## config.mk

```make
export PLATFORM = sky130hd
export DESIGN_NAME = astx_transmitter
export DESIGN_NICKNAME = d
export VERILOG_FILES = /design/src/core/astx_pkg.sv /design/src/core/astx_transmitter.sv
export SDC_FILE = /design/constraint.sdc
export NUM_CORES = 1
export LEC_CHECK = 0
export ABC_CLOCK_PERIOD_IN_PS = 2100
export BUFFER_PORTS_ARGS = -buffer_cell sky130_fd_sc_hd__buf_2
export CAP_MARGIN = 20
export CORE_MARGIN = 1
export CORE_UTILIZATION = 51
export CTS_BUF_LIST = sky130_fd_sc_hd__clkbuf_8
export DETAILED_ROUTE_END_ITERATION = 10
export PLACE_DENSITY = 0.9
export SYNTH_ARGS = -nofsm -noshare
export SYNTH_HDL_FRONTEND = slang
export SYNTH_SLANG_ARGS = --single-unit
```

## constraint.sdc

```tcl
create_clock -name pclk -period 2.1 [get_ports pclk]
set_input_delay 0.105 -clock pclk [delete_from_list [all_inputs] [get_ports pclk]]
set_output_delay 0.105 -clock pclk [all_outputs]
set_load 0.005 [all_outputs]
```

## src/core/astx_pkg.sv

```systemverilog
package astx_pkg;

  // ----------------------------------------------------------------
  // Register word offsets (byte addresses)
  // ----------------------------------------------------------------
  localparam logic [11:0] ASTX_OFF_RATE_CFG  = 12'h000;
  localparam logic [11:0] ASTX_OFF_RX_CTRL   = 12'h004;
  localparam logic [11:0] ASTX_OFF_DIV_LOW   = 12'h008;
  localparam logic [11:0] ASTX_OFF_DIV_HIGH  = 12'h00C;
  localparam logic [11:0] ASTX_OFF_HOLDING   = 12'h010;
  localparam logic [11:0] ASTX_OFF_TX_CTRL   = 12'h014;
  localparam logic [11:0] ASTX_OFF_IRQ_CTRL  = 12'h018;

  // ----------------------------------------------------------------
  // Field positions
  // ----------------------------------------------------------------
  // transmit_status_control
  localparam int ASTX_TX_NINTH_BIT   = 0;
  localparam int ASTX_TX_EMPTY_BIT   = 1;
  localparam int ASTX_TX_HSPEED_BIT  = 2;
  localparam int ASTX_TX_SYNC_BIT    = 4;
  localparam int ASTX_TX_ENABLE_BIT  = 5;
  localparam int ASTX_TX_NINE_BIT    = 6;
  // receive_status_control
  localparam int ASTX_RX_PORT_ON_BIT = 7;
  // rate_config
  localparam int ASTX_RC_WIDE_BIT    = 3;
  localparam int ASTX_RC_INVERT_BIT  = 4;
  // irq control register of our own
  localparam int ASTX_IRQ_FLAG_BIT   = 0;
  localparam int ASTX_IRQ_EN_BIT     = 1;
  localparam int ASTX_IRQ_PERI_BIT   = 2;
  localparam int ASTX_IRQ_GLOB_BIT   = 3;

  // ----------------------------------------------------------------
  // Reset values and timing
  // ----------------------------------------------------------------
  localparam logic [7:0] ASTX_RST_BYTE    = 8'h00;
  localparam logic [1:0] ASTX_FLAG_DELAY  = 2'h2; // Instruction cycles to flag validity
  localparam int         ASTX_TCY_CYCLES  = 4;    // Clocks per instruction cycle
  localparam logic [3:0] ASTX_BITS_EIGHT  = 4'h8;
  localparam logic [3:0] ASTX_BITS_NINE   = 4'h9;

  // Character as captured from the holding buffer
  typedef struct packed {
    logic       ninth;
    logic [7:0] data;
  } astx_char_t;

  typedef enum logic [1:0] {ASTX_IDLE, ASTX_START, ASTX_DATA, ASTX_STOP} astx_state_t;

endpackage

```

## src/core/astx_transmitter.sv

```systemverilog
// The placing of the registers and the APB interface to the registers are this design's own decisions.
`timescale 1ns/1ps
module astx_transmitter
  import astx_pkg::*;
#(
  parameter int TCY_CYCLES = ASTX_TCY_CYCLES
) (
  input  wire logic        pclk,
  input  wire logic        presetn,
  input  wire logic        psel,
  input  wire logic        penable,
  input  wire logic        pwrite,
  input  wire logic [11:0] paddr,
  input  wire logic [31:0] pwdata,
  output logic      [31:0] prdata,
  output logic             pready,
  output logic             pslverr,
  input  wire logic        baud_tick,
  output logic             tx_out,
  output logic             tx_oe,
  output logic             tx_irq,
  output logic [15:0]      rate_divisor,
  output logic             high_speed_rate_select,
  output logic             wide_divisor_select
);

  // Divider counter is 8 bits wide, so the ratio must fit in it
  if (TCY_CYCLES < 1 || TCY_CYCLES > 255) begin : g_bad_tcy
    $error("TCY_CYCLES must lie in 1..255");
  end

  // ----------------------------------------------------------------
  // Register bus
  // ----------------------------------------------------------------
  logic [7:0] rate_config_reg;
  logic [7:0] receive_status_control_reg;
  logic [7:0] rate_divisor_low_reg;
  logic [7:0] rate_divisor_high_reg;
  logic [7:0] transmit_status_control_reg;
  logic [3:0] irq_ctrl_reg;
  logic       acc;
  logic       wr;
  logic       hold_write;

  assign acc        = psel & penable;
  assign wr         = acc & pwrite;
  assign hold_write = wr && (paddr == ASTX_OFF_HOLDING);
  assign pready     = 1'b1; // Zero wait states
  assign pslverr    = 1'b0;

  function automatic logic addr_known(input logic [11:0] a);
    return (a == ASTX_OFF_RATE_CFG) || (a == ASTX_OFF_RX_CTRL) || (a == ASTX_OFF_DIV_LOW)
        || (a == ASTX_OFF_DIV_HIGH) || (a == ASTX_OFF_HOLDING) || (a == ASTX_OFF_TX_CTRL)
        || (a == ASTX_OFF_IRQ_CTRL);
  endfunction

  // Writable control registers; the flag bit is not stored, and the stored empty bit is never read
  always_ff @(posedge pclk or negedge presetn) begin
    if (!presetn) begin
      rate_config_reg             <= ASTX_RST_BYTE;
      receive_status_control_reg  <= ASTX_RST_BYTE;
      rate_divisor_low_reg        <= ASTX_RST_BYTE;
      rate_divisor_high_reg       <= ASTX_RST_BYTE;
      transmit_status_control_reg <= ASTX_RST_BYTE;
      irq_ctrl_reg                <= 4'h0;
    end else if (wr) begin
      if (paddr == ASTX_OFF_RATE_CFG) begin
        rate_config_reg <= pwdata[7:0];
      end else if (paddr == ASTX_OFF_RX_CTRL) begin
        receive_status_control_reg <= pwdata[7:0];
      end else if (paddr == ASTX_OFF_DIV_LOW) begin
        rate_divisor_low_reg <= pwdata[7:0];
      end else if (paddr == ASTX_OFF_DIV_HIGH) begin
        rate_divisor_high_reg <= pwdata[7:0];
      end else if (paddr == ASTX_OFF_TX_CTRL) begin
        transmit_status_control_reg <= pwdata[7:0];
      end else if (paddr == ASTX_OFF_IRQ_CTRL) begin
        irq_ctrl_reg <= {pwdata[3:1], 1'b0}; // Flag bit is never stored
      end
    end
  end

  logic port_on;
  logic tx_enable;
  logic sync_mode;
  logic nine_bit_select;
  logic ninth_bit_value;
  logic polarity_invert;
  logic active;

  assign port_on         = receive_status_control_reg[ASTX_RX_PORT_ON_BIT];
  assign tx_enable       = transmit_status_control_reg[ASTX_TX_ENABLE_BIT];
  assign sync_mode       = transmit_status_control_reg[ASTX_TX_SYNC_BIT];
  assign nine_bit_select = transmit_status_control_reg[ASTX_TX_NINE_BIT];
  assign ninth_bit_value = transmit_status_control_reg[ASTX_TX_NINTH_BIT];
  assign polarity_invert = rate_config_reg[ASTX_RC_INVERT_BIT];
  assign active          = tx_enable & ~sync_mode & port_on;

  assign rate_divisor           = {rate_divisor_high_reg, rate_divisor_low_reg};
  assign high_speed_rate_select = transmit_status_control_reg[ASTX_TX_HSPEED_BIT];
  assign wide_divisor_select    = rate_config_reg[ASTX_RC_WIDE_BIT];

  // ----------------------------------------------------------------
  // Instruction cycle enable
  // ----------------------------------------------------------------
  logic [7:0] tcy_cnt_reg;
  logic       tcy_tick;
  assign tcy_tick = (tcy_cnt_reg == 8'(TCY_CYCLES - 1));

  always_ff @(posedge pclk or negedge presetn) begin
    if (!presetn) begin
      tcy_cnt_reg <= 8'h00;
    end else if (tcy_tick) begin
      tcy_cnt_reg <= 8'h00;
    end else begin
      tcy_cnt_reg <= tcy_cnt_reg + 8'h01;
    end
  end

  // ----------------------------------------------------------------
  // Holding buffer and shifter
  // ----------------------------------------------------------------
  astx_char_t  hold_reg;
  logic        hold_full_reg;
  astx_state_t state_reg;
  logic [8:0]  shift_reg;
  logic [3:0]  bit_cnt_reg;
  logic [3:0]  bit_total_reg;
  logic        pending_load_reg; // Stop ended, load on next Tcy
  logic        lead_reg;         // Idle load holds mark until a tick; costs up to one bit of latency
  logic        shifter_empty;
  logic        stop_done;
  logic        load_now;
  logic        load_from_write;
  astx_char_t  load_char;

  assign shifter_empty   = (state_reg == ASTX_IDLE) & ~pending_load_reg;
  assign stop_done       = (state_reg == ASTX_STOP) & baud_tick;
  // Idle shifter takes the write directly; busy one defers
  assign load_from_write = active & hold_write & shifter_empty & ~hold_full_reg;
  assign load_now        = load_from_write | (pending_load_reg & tcy_tick);
  assign load_char       = load_from_write ? astx_char_t'({ninth_bit_value, pwdata[7:0]})
                                           : hold_reg;

  // Holding buffer: captures all nine bits at the write
  always_ff @(posedge pclk or negedge presetn) begin
    if (!presetn) begin
      hold_reg      <= '0;
      hold_full_reg <= 1'b0;
    end else if (!active) begin
      hold_full_reg <= 1'b0;
    end else if (hold_write && !load_from_write) begin
      hold_reg      <= astx_char_t'({ninth_bit_value, pwdata[7:0]});
      hold_full_reg <= 1'b1;
    end else if (load_now) begin
      hold_full_reg <= 1'b0;
    end
  end

  // Deferred transfer waits for the tick ending the stop bit
  always_ff @(posedge pclk or negedge presetn) begin
    if (!presetn) begin
      pending_load_reg <= 1'b0;
    end else if (!active) begin
      pending_load_reg <= 1'b0;
    end else if (pending_load_reg && tcy_tick) begin
      pending_load_reg <= 1'b0;
    end else if (stop_done && hold_full_reg) begin
      pending_load_reg <= 1'b1;
    end
  end

  // Shifter: start, data LSB first, stop, one baud tick each
  always_ff @(posedge pclk or negedge presetn) begin
    if (!presetn) begin
      state_reg     <= ASTX_IDLE;
      shift_reg     <= '0;
      bit_cnt_reg   <= 4'h0;
      bit_total_reg <= ASTX_BITS_EIGHT;
      lead_reg      <= 1'b0;
    end else if (!active) begin
      state_reg <= ASTX_IDLE;
      lead_reg  <= 1'b0;
    end else if (load_now) begin
      state_reg     <= ASTX_START;
      shift_reg     <= {load_char.ninth, load_char.data};
      bit_cnt_reg   <= 4'h0;
      bit_total_reg <= nine_bit_select ? ASTX_BITS_NINE : ASTX_BITS_EIGHT;
      lead_reg      <= load_from_write; // Deferred loads already sit on a bit boundary
    end else if (baud_tick) begin
      case (state_reg)
        ASTX_START: begin
          if (lead_reg) begin
            lead_reg <= 1'b0; // Start bit begins here and lasts a full period
          end else begin
            state_reg <= ASTX_DATA;
          end
        end
        ASTX_DATA: begin
          shift_reg   <= {1'b0, shift_reg[8:1]};
          bit_cnt_reg <= bit_cnt_reg + 4'h1;
          if (bit_cnt_reg == bit_total_reg - 4'h1) begin
            state_reg <= ASTX_STOP;
          end
        end
        ASTX_STOP: begin
          state_reg <= ASTX_IDLE;
        end
        default: begin
          state_reg <= ASTX_IDLE;
        end
      endcase
    end
  end

  // ----------------------------------------------------------------
  // Line output
  // ----------------------------------------------------------------
  logic line_level;
  always_comb begin
    case (state_reg)
      ASTX_START: line_level = lead_reg;     // Mark while waiting, then space
      ASTX_DATA:  line_level = shift_reg[0];
      default:    line_level = 1'b1;         // Mark for idle and stop
    endcase
  end

  // Registered so the pin never glitches on state decode
  always_ff @(posedge pclk or negedge presetn) begin
    if (!presetn) begin
      tx_out <= 1'b1;
      tx_oe  <= 1'b0;
    end else begin
      tx_out <= line_level ^ (polarity_invert & ~sync_mode);
      tx_oe  <= port_on;
    end
  end

  // ----------------------------------------------------------------
  // Buffer-free flag with two-Tcy settle after a write
  // ----------------------------------------------------------------
  logic       flag_reg;
  logic [1:0] flag_wait_reg;
  logic       flag_true;

  assign flag_true = active & ~hold_full_reg;

  // Flag lags a write until the second Tcy boundary, else tracks at once
  always_ff @(posedge pclk or negedge presetn) begin
    if (!presetn) begin
      flag_reg      <= 1'b0;
      flag_wait_reg <= 2'h0;
    end else if (hold_write && active) begin
      flag_wait_reg <= ASTX_FLAG_DELAY;
    end else if (flag_wait_reg != 2'h0) begin
      if (tcy_tick) begin
        flag_wait_reg <= flag_wait_reg - 2'h1;
        if (flag_wait_reg == 2'h1) begin
          flag_reg <= flag_true;
        end
      end
    end else begin
      flag_reg <= flag_true;
    end
  end

  // Interrupt gated by all three enables; shifter-empty never feeds it
  always_ff @(posedge pclk or negedge presetn) begin
    if (!presetn) begin
      tx_irq <= 1'b0;
    end else begin
      tx_irq <= flag_reg & irq_ctrl_reg[ASTX_IRQ_EN_BIT] & irq_ctrl_reg[ASTX_IRQ_PERI_BIT]
              & irq_ctrl_reg[ASTX_IRQ_GLOB_BIT];
    end
  end

  // ----------------------------------------------------------------
  // Read data
  // ----------------------------------------------------------------
  logic [7:0] tx_status_view;
  logic [3:0] irq_view;
  always_comb begin
    tx_status_view = transmit_status_control_reg;
    tx_status_view[ASTX_TX_EMPTY_BIT] = shifter_empty;
    irq_view = irq_ctrl_reg;
    irq_view[ASTX_IRQ_FLAG_BIT] = flag_reg;
  end

  always_ff @(posedge pclk or negedge presetn) begin
    if (!presetn) begin
      prdata <= 32'h0000_0000;
    end else if (psel && !penable && !pwrite) begin
      if (paddr == ASTX_OFF_RATE_CFG) begin
        prdata <= {24'h000000, rate_config_reg};
      end else if (paddr == ASTX_OFF_RX_CTRL) begin
        prdata <= {24'h000000, receive_status_control_reg};
      end else if (paddr == ASTX_OFF_DIV_LOW) begin
        prdata <= {24'h000000, rate_divisor_low_reg};
      end else if (paddr == ASTX_OFF_DIV_HIGH) begin
        prdata <= {24'h000000, rate_divisor_high_reg};
      end else if (paddr == ASTX_OFF_TX_CTRL) begin
        prdata <= {24'h000000, tx_status_view};
      end else if (paddr == ASTX_OFF_IRQ_CTRL) begin
        prdata <= {28'h0000000, irq_view};
      end else begin
        prdata <= 32'h0000_0000; // Holding buffer and unmapped read zero
      end
    end
  end

  logic unused_ok;
  assign unused_ok = addr_known(paddr);
endmodule

```

Word-level counts from Yosys, hierarchy flattened

Cells that the tools add are included.

Register bits after elaboration: 120
Input bits: 50
Output and inout bits: 55
Logic and storage cells: 140

Eq/ne operators: 20
Bitwise logic cells: 26
Muxes and demuxes: 38
Reductions and logical operators: 30
$add $sub $neg: 4

Operator list:

| cell                | number |
|---|---|
| $mux 8              | 6 |
| $eq 12x5->1 const B | 3 |
| $mux 9              | 4 |
| $eq 12x4->1 const B | 2 |
| $mux 2              | 8 |
| $mux 4              | 4 |
| $and 1x1->1         | 15 |
| $mux 1              | 14 |
| $eq 12x3->1 const B | 1 |
| $logic_not 12->1    | 1 |
| $reduce_and 3->1    | 4 |
| $reduce_and 2->1    | 5 |
| $reduce_bool 2->1   | 5 |
| $ne 3x1->1 const B  | 3 |
| $not 1->1           | 9 |
| $add 8x1->8 const B | 1 |
| $eq 8x2->1 const B  | 1 |
| $ne 4x4->1 const B  | 2 |
| $logic_and 1x1->1   | 7 |
| $reduce_and 7->1    | 1 |
| $reduce_and 6->1    | 1 |
| $reduce_and 5->1    | 1 |
| $add 4x1->4 const B | 1 |
| $eq 2x1->1 const B  | 2 |
| other kinds (14)    | 17 |

Depth between registers and ports, before layout

Word-level depth: 10
Gate-level depth with buffers: 8
Gate-level depth less buffers: 7

Worst setup path after synthesis

Ideal clock, no wire load.

Kind: reg-to-reg
Start: register state_reg[0]
End: register shift_reg[0]
Path buffers: 1
Stages on the path, launching flop included: 9
Arrival time: 2,079 ps
Path slack: -104 ps
Cell sequence: dfrtp_1 > inv_1 > ha_1 > nor3b_1 > nand4_2 > or2_1 > buf_6 > nand3_4 > mux2_4

Cells in the longest elaborated chain, start to end: 7
Elaborated cells between the ends (all ways): 11

RTL lines:

| what                               | RTL line                | source |
|---|---|---|
| start: declaration                 | astx_transmitter.sv:125 | `astx_state_t state_reg;` |
| start signal: assignment           | astx_transmitter.sv:176 | `state_reg <= ASTX_IDLE;` |
| start signal: assignment           | astx_transmitter.sv:182 | `state_reg <= ASTX_IDLE;` |
| start signal: assignment           | astx_transmitter.sv:185 | `state_reg <= ASTX_START;` |
| $logic_not 2->1                    | astx_transmitter.sv:137 | `assign shifter_empty = (state_reg == ASTX_IDLE) & ~pending_load_reg;` |
| $and 1x1->1                        | astx_transmitter.sv:137 |  |
| $and 1x1->1 (2 in series)          | astx_transmitter.sv:140 | `assign load_from_write = active & hold_write & shifter_empty & ~hold_full_reg;` |
| $or 1x1->1                         | astx_transmitter.sv:141 | `assign load_now = load_from_write \| (pending_load_reg & tcy_tick);` |
| $reduce_bool 2->1 (no source line) | --                      |  |
| $reduce_and 3->1 (no source line)  | --                      |  |
| end signal: assignment             | astx_transmitter.sv:186 | `shift_reg <= {load_char.ninth, load_char.data};` |
| end signal: assignment             | astx_transmitter.sv:200 | `shift_reg <= {1'b0, shift_reg[8:1]};` |
| end: declaration                   | astx_transmitter.sv:126 | `logic [8:0] shift_reg;` |

Several ways; a longest one is shown, not always the timed one.
A chain may end at the register's enable or synchronous reset.

Worst setup path in the final report

Start: register state_reg[0]
End: register shift_reg[2]

Same word-level chain as after synthesis.

==> metrics.txt <==
# TYPE chip_impl_metric gauge
chip_impl_metric{name="wire_length_of_the_first_global_routing_pass",unit="mm"} 18.2
chip_impl_info{name="ys.flop_type",value="sky130_fd_sc_hd__dfrtp_1"} 1
chip_impl_metric{name="syn-instance-count",unit=""} 403
chip_impl_metric{name="coreArea",unit="mm²"} 0.00885
chip_impl_metric{name="vdd_ir_drop_max",unit="mV"} 0.484
chip_impl_metric{name="via_count_of_the_first_global_routing_pass",unit=""} 3622
chip_impl_metric{name="final.fill_count",unit=""} 691
chip_impl_metric{name="pwr-share-clk",unit="%"} 38.9
chip_impl_info{name="outcome",value="finished, violations left"} 1
chip_impl_metric{name="sw_frac_of_total",unit="%"} 25.9
chip_impl_metric{name="grt_max_degree",unit=""} 45
chip_impl_info{name="critical_path.startpoint_type",value="flip-flop"} 1
chip_impl_metric{name="power.share.sequential",unit="%"} 54.8
chip_impl_metric{name="die_height",unit="µm"} 98.1
chip_impl_metric{name="numPlacedInstances",unit=""} 574
chip_impl_info{name="holdPathEnd",value="transmit_status_control_reg[7]"} 1
chip_impl_metric{name="floorplan.die.width",unit="µm"} 98.1
chip_impl_info{name="crit-reg2reg-launch",value="state_reg[0]"} 1
chip_impl_metric{name="finalInstanceArea",unit="mm²"} 0.00541
chip_impl_metric{name="area_growth",unit="%"} 14.7
chip_impl_metric{name="dp_worst_setup_slack",unit="ns"} -0.00198
chip_impl_metric{name="yosys.area.top_type_share",unit="%"} 48.3
chip_impl_metric{name="finClkSkew",unit="ns"} 0.00834
chip_impl_metric{name="synth_cell_type_count",unit=""} 60
chip_impl_metric{name="dieArea",unit="mm²"} 0.00963
chip_impl_metric{name="final.setup.tns",unit="ns"} 0
chip_impl_metric{name="combPwrFrac",unit="%"} 6.3
chip_impl_metric{name="number_of_buffers_created_by_cts",unit=""} 9
chip_impl_metric{name="cells_on_worst_hold_path",unit=""} 2
chip_impl_metric{name="reg2reg_slack",unit="ns"} 0.07
chip_impl_metric{name="worst_reg2reg_path_length_in_cells",unit=""} 8
chip_impl_metric{name="placed_area",unit="mm²"} 0.00515
chip_impl_info{name="tritoncts_clock_tree",value="done"} 1
chip_impl_metric{name="finalHoldViolCount",unit=""} 0
chip_impl_metric{name="layout-drive-gt1-share",unit="%"} 36.4
chip_impl_metric{name="timing_max_transition_violations_final",unit=""} 0
chip_impl_metric{name="drt_pass1_iterations",unit=""} 10
chip_impl_metric{name="layout_worst_path_cycle_share",unit="%"} 96.8
chip_impl_metric{name="p_per_area",unit="mW/mm²"} 607
chip_impl_metric{name="synth.yosys.seq_area_share",unit="%"} 48.9
chip_impl_metric{name="netSwitchingPower",unit="mW"} 0.849
chip_impl_metric{name="cellInternalPower",unit="mW"} 2.43
chip_impl_info{name="most_area_consuming_cells_after_synthesis",value="sky130_fd_sc_hd__dfrtp_1 48%, sky130_fd_sc_hd__mux2_2 11%, sky130_fd_sc_hd__buf_4 4.1%"} 1
chip_impl_metric{name="slew_headroom",unit="%"} 65.5
chip_impl_metric{name="post_detailed_routing_wire_length",unit="mm"} 11.2
chip_impl_metric{name="avgRoutedWirePerCell",unit="µm"} 19.0
chip_impl_metric{name="max_clock_freq",unit="MHz"} 492
chip_impl_metric{name="cp_data_arrival_time",unit="ns"} 2.35
chip_impl_metric{name="ys_seq_elements",unit=""} 92
chip_impl_metric{name="drc_errors",unit=""} 4
chip_impl_metric{name="clk_latency",unit="ns"} 0.37
chip_impl_metric{name="clk_transition_reported_paths",unit="ns"} 0.10
chip_impl_metric{name="final-seq-area",unit="mm²"} 0.00230
chip_impl_metric{name="leakage",unit="nW"} 2.71
chip_impl_metric{name="routabilityCongestion",unit=""} 0.932
chip_impl_metric{name="fp-row-count",unit=""} 34
chip_impl_info{name="setup.worst_path.class",value="reg -> reg"} 1
chip_impl_info{name="netlist_top_cells_count",value="91 x sky130_fd_sc_hd__dfrtp_1, 48 x sky130_fd_sc_hd__mux2_2, 26 x sky130_fd_sc_hd__buf_4"} 1
chip_impl_metric{name="synth_edf_count",unit=""} 0
chip_impl_metric{name="antenna_cells",unit=""} 0
chip_impl_metric{name="clkSinkCount",unit=""} 92
chip_impl_info{name="min-delay-start",value="pwdata[7]"} 1
chip_impl_metric{name="crit_fanout",unit=""} 9
chip_impl_metric{name="multi_input_area",unit="mm²"} 0.00225
chip_impl_info{name="cts.root.buffer_cell",value="sky130_fd_sc_hd__clkbuf_8"} 1
chip_impl_metric{name="grt_overflow_total",unit=""} 0
chip_impl_metric{name="totalPowerFinal",unit="mW"} 3.28
chip_impl_metric{name="final_cells",unit=""} 592
chip_impl_metric{name="final_critical_path_setup_slack",unit="ns"} 0.0668
chip_impl_metric{name="top_level_ports",unit=""} 105
chip_impl_metric{name="cts_max_level",unit=""} 3
chip_impl_metric{name="drt_first_iter_violations",unit=""} 334
chip_impl_metric{name="initial_core_utilization",unit="%"} 53.3
chip_impl_metric{name="io_buffers",unit=""} 54
chip_impl_metric{name="holdWs",unit="ns"} 0.0512
chip_impl_info{name="worstSetupEndpointType",value="flip-flop"} 1
chip_impl_metric{name="postSynthAreaPerCell",unit="µm²"} 11.7
chip_impl_metric{name="synthArstFlopShare",unit="%"} 100
chip_impl_metric{name="ys_warn_count",unit=""} 0
chip_impl_info{name="hold_path.class",value="in -> reg"} 1
chip_impl_metric{name="num-nets-final",unit=""} 537
chip_impl_metric{name="grtUsageTotal",unit="%"} 24.5
chip_impl_metric{name="cts_max_path_bufs",unit=""} 2
chip_impl_info{name="yosys.area.top_type",value="sky130_fd_sc_hd__dfrtp_1"} 1
chip_impl_metric{name="ant_nets",unit=""} 0
chip_impl_metric{name="post-dp-hpwl",unit="mm"} 8.05
chip_impl_metric{name="worstMarginPinSlew",unit="ns"} 0.517
chip_impl_info{name="worstReg2RegEnd",value="shift_reg[2]"} 1
chip_impl_metric{name="fin_util",unit="%"} 61.1
chip_impl_metric{name="grt_antenna_before_repair",unit=""} 0
chip_impl_metric{name="max-cap-violations",unit=""} 0
chip_impl_info{name="yosysMostFrequentCell",value="sky130_fd_sc_hd__dfrtp_1"} 1
chip_impl_metric{name="netlist_area",unit="mm²"} 0.00471
chip_impl_metric{name="finalSetupViolCount",unit=""} 0
chip_impl_info{name="failed_checks",value="design-rule violations"} 1
chip_impl_metric{name="vias_per_cell",unit=""} 6.08
chip_impl_metric{name="vias",unit=""} 3601
chip_impl_metric{name="period_minus_slack",unit="ns"} 2.03
chip_impl_metric{name="required",unit="ns"} 2.42
## cell type report
type	count	share of cell area [%]
Multi-Input combinational cell	286	41.5
Timing Repair Buffer	78	8.66
Clock inverter	7	1.57
Clock buffer	9	2.29
Sequential cell	92	42.6
Inverter	12	0.833
Tap cell	108	2.50
## layer usage
| layer | GRT usage [%] | vias to the layer above | routed length, µm |
|---|---|---|---|
| li1 | - | 1568 | - |
| met1 | 31.7 | 1819 | 4670 |
| met2 | 40.6 | 192 | 5500 |
| met3 | 6.01 | 22 | 874 |
| met4 | 7.69 | 0 | 185 |
| met5 | 0 | - | 0 |
## kinds of logic (layout without fill, tap and decap cells)
logic type      after synthesis  after routing  share of synthesized area (%)
flops                        92             92                           48.9
compound gates               57             57                           8.12
mux                          69             69                           17.5
fa+ha+maj                     8              8                           2.12
buf+inv                      49            106                           6.21
xor+xnor                      9              9                           1.67
other cells                   2             26                          0.159
simple gates                117            117                           15.3
## worst max path at each step
| stage | slack, ns | startpoint | endpoint |
|---|---|---|---|
| after floorplan | 0.08 | state_reg[0] | shift_reg[0] |
| after global placement | 0.11 | tcy_cnt_reg[3] | shift_reg[4] |
| after detailed placement | -0.002 | state_reg[0] | shift_reg[6] |
| after CTS | 0.02 | state_reg[0] | shift_reg[6] |
| after global routing | -0.01 | tcy_cnt_reg[0] | shift_reg[2] |
| final | 0.07 | state_reg[0] | shift_reg[2] |
## power groups by stage
stage,logic [mW],clock network [mW],registers (mW)
after floorplan,0.112,0,1.84
after global placement,0.197,0,1.83
after detailed placement,0.204,0,1.84
after CTS,0.207,1.29,1.80
after global routing,0.231,1.36,1.80
final,0.207,1.28,1.80
## cells in the final DEF (no fill, tap or decap), types with 4 or more instances in the layout
| cell | n |
|---|---|
| sky130_fd_sc_hd__a21oi_1 | 13 |
| sky130_fd_sc_hd__a221o_1 | 4 |
| sky130_fd_sc_hd__a221oi_1 | 4 |
| sky130_fd_sc_hd__a31oi_1 | 5 |
| sky130_fd_sc_hd__a32oi_1 | 4 |
| sky130_fd_sc_hd__and3_1 | 6 |
| sky130_fd_sc_hd__buf_2 | 53 |
| sky130_fd_sc_hd__buf_4 | 23 |
| sky130_fd_sc_hd__clkbuf_8 | 9 |
| sky130_fd_sc_hd__conb_1 | 26 |
| sky130_fd_sc_hd__dfrtp_1 | 91 |
| sky130_fd_sc_hd__ha_1 | 8 |
| sky130_fd_sc_hd__inv_1 | 12 |
| sky130_fd_sc_hd__inv_6 | 4 |
| sky130_fd_sc_hd__mux2_2 | 48 |
| sky130_fd_sc_hd__mux2_4 | 5 |
| sky130_fd_sc_hd__mux2i_1 | 12 |
| sky130_fd_sc_hd__mux4_2 | 4 |
| sky130_fd_sc_hd__nand2_1 | 22 |
| sky130_fd_sc_hd__nand3_1 | 9 |
| sky130_fd_sc_hd__nor2_1 | 24 |
| sky130_fd_sc_hd__nor3_1 | 8 |
| sky130_fd_sc_hd__nor4_1 | 5 |
| sky130_fd_sc_hd__o21ai_0 | 14 |
| sky130_fd_sc_hd__xnor2_1 | 7 |
## worst max-delay path: stages, from the launching register on
cell and delay, ns:
sky130_fd_sc_hd__dfrtp_1 0.41, sky130_fd_sc_hd__inv_1 0.11, sky130_fd_sc_hd__ha_1 0.21, sky130_fd_sc_hd__nor3b_4 0.24
sky130_fd_sc_hd__nand4_2 0.17, sky130_fd_sc_hd__or2_1 0.29, sky130_fd_sc_hd__buf_4 0.19, sky130_fd_sc_hd__a21oi_1 0.19
sky130_fd_sc_hd__mux2_4 0.18
## what timing repair did
item / 4_1_cts / 5_1_grt
gates resized for setup: 1 / 6
cloned: 0 / 0
hold buffers: 1 / 0
setup buffers: 0 / 1
endpoints found under the setup margin: 1 / 9
hold endpoints to repair: 28 / 0
pin swaps: 0 / 0
Note: power is estimated with default switching activity, not from simulation.
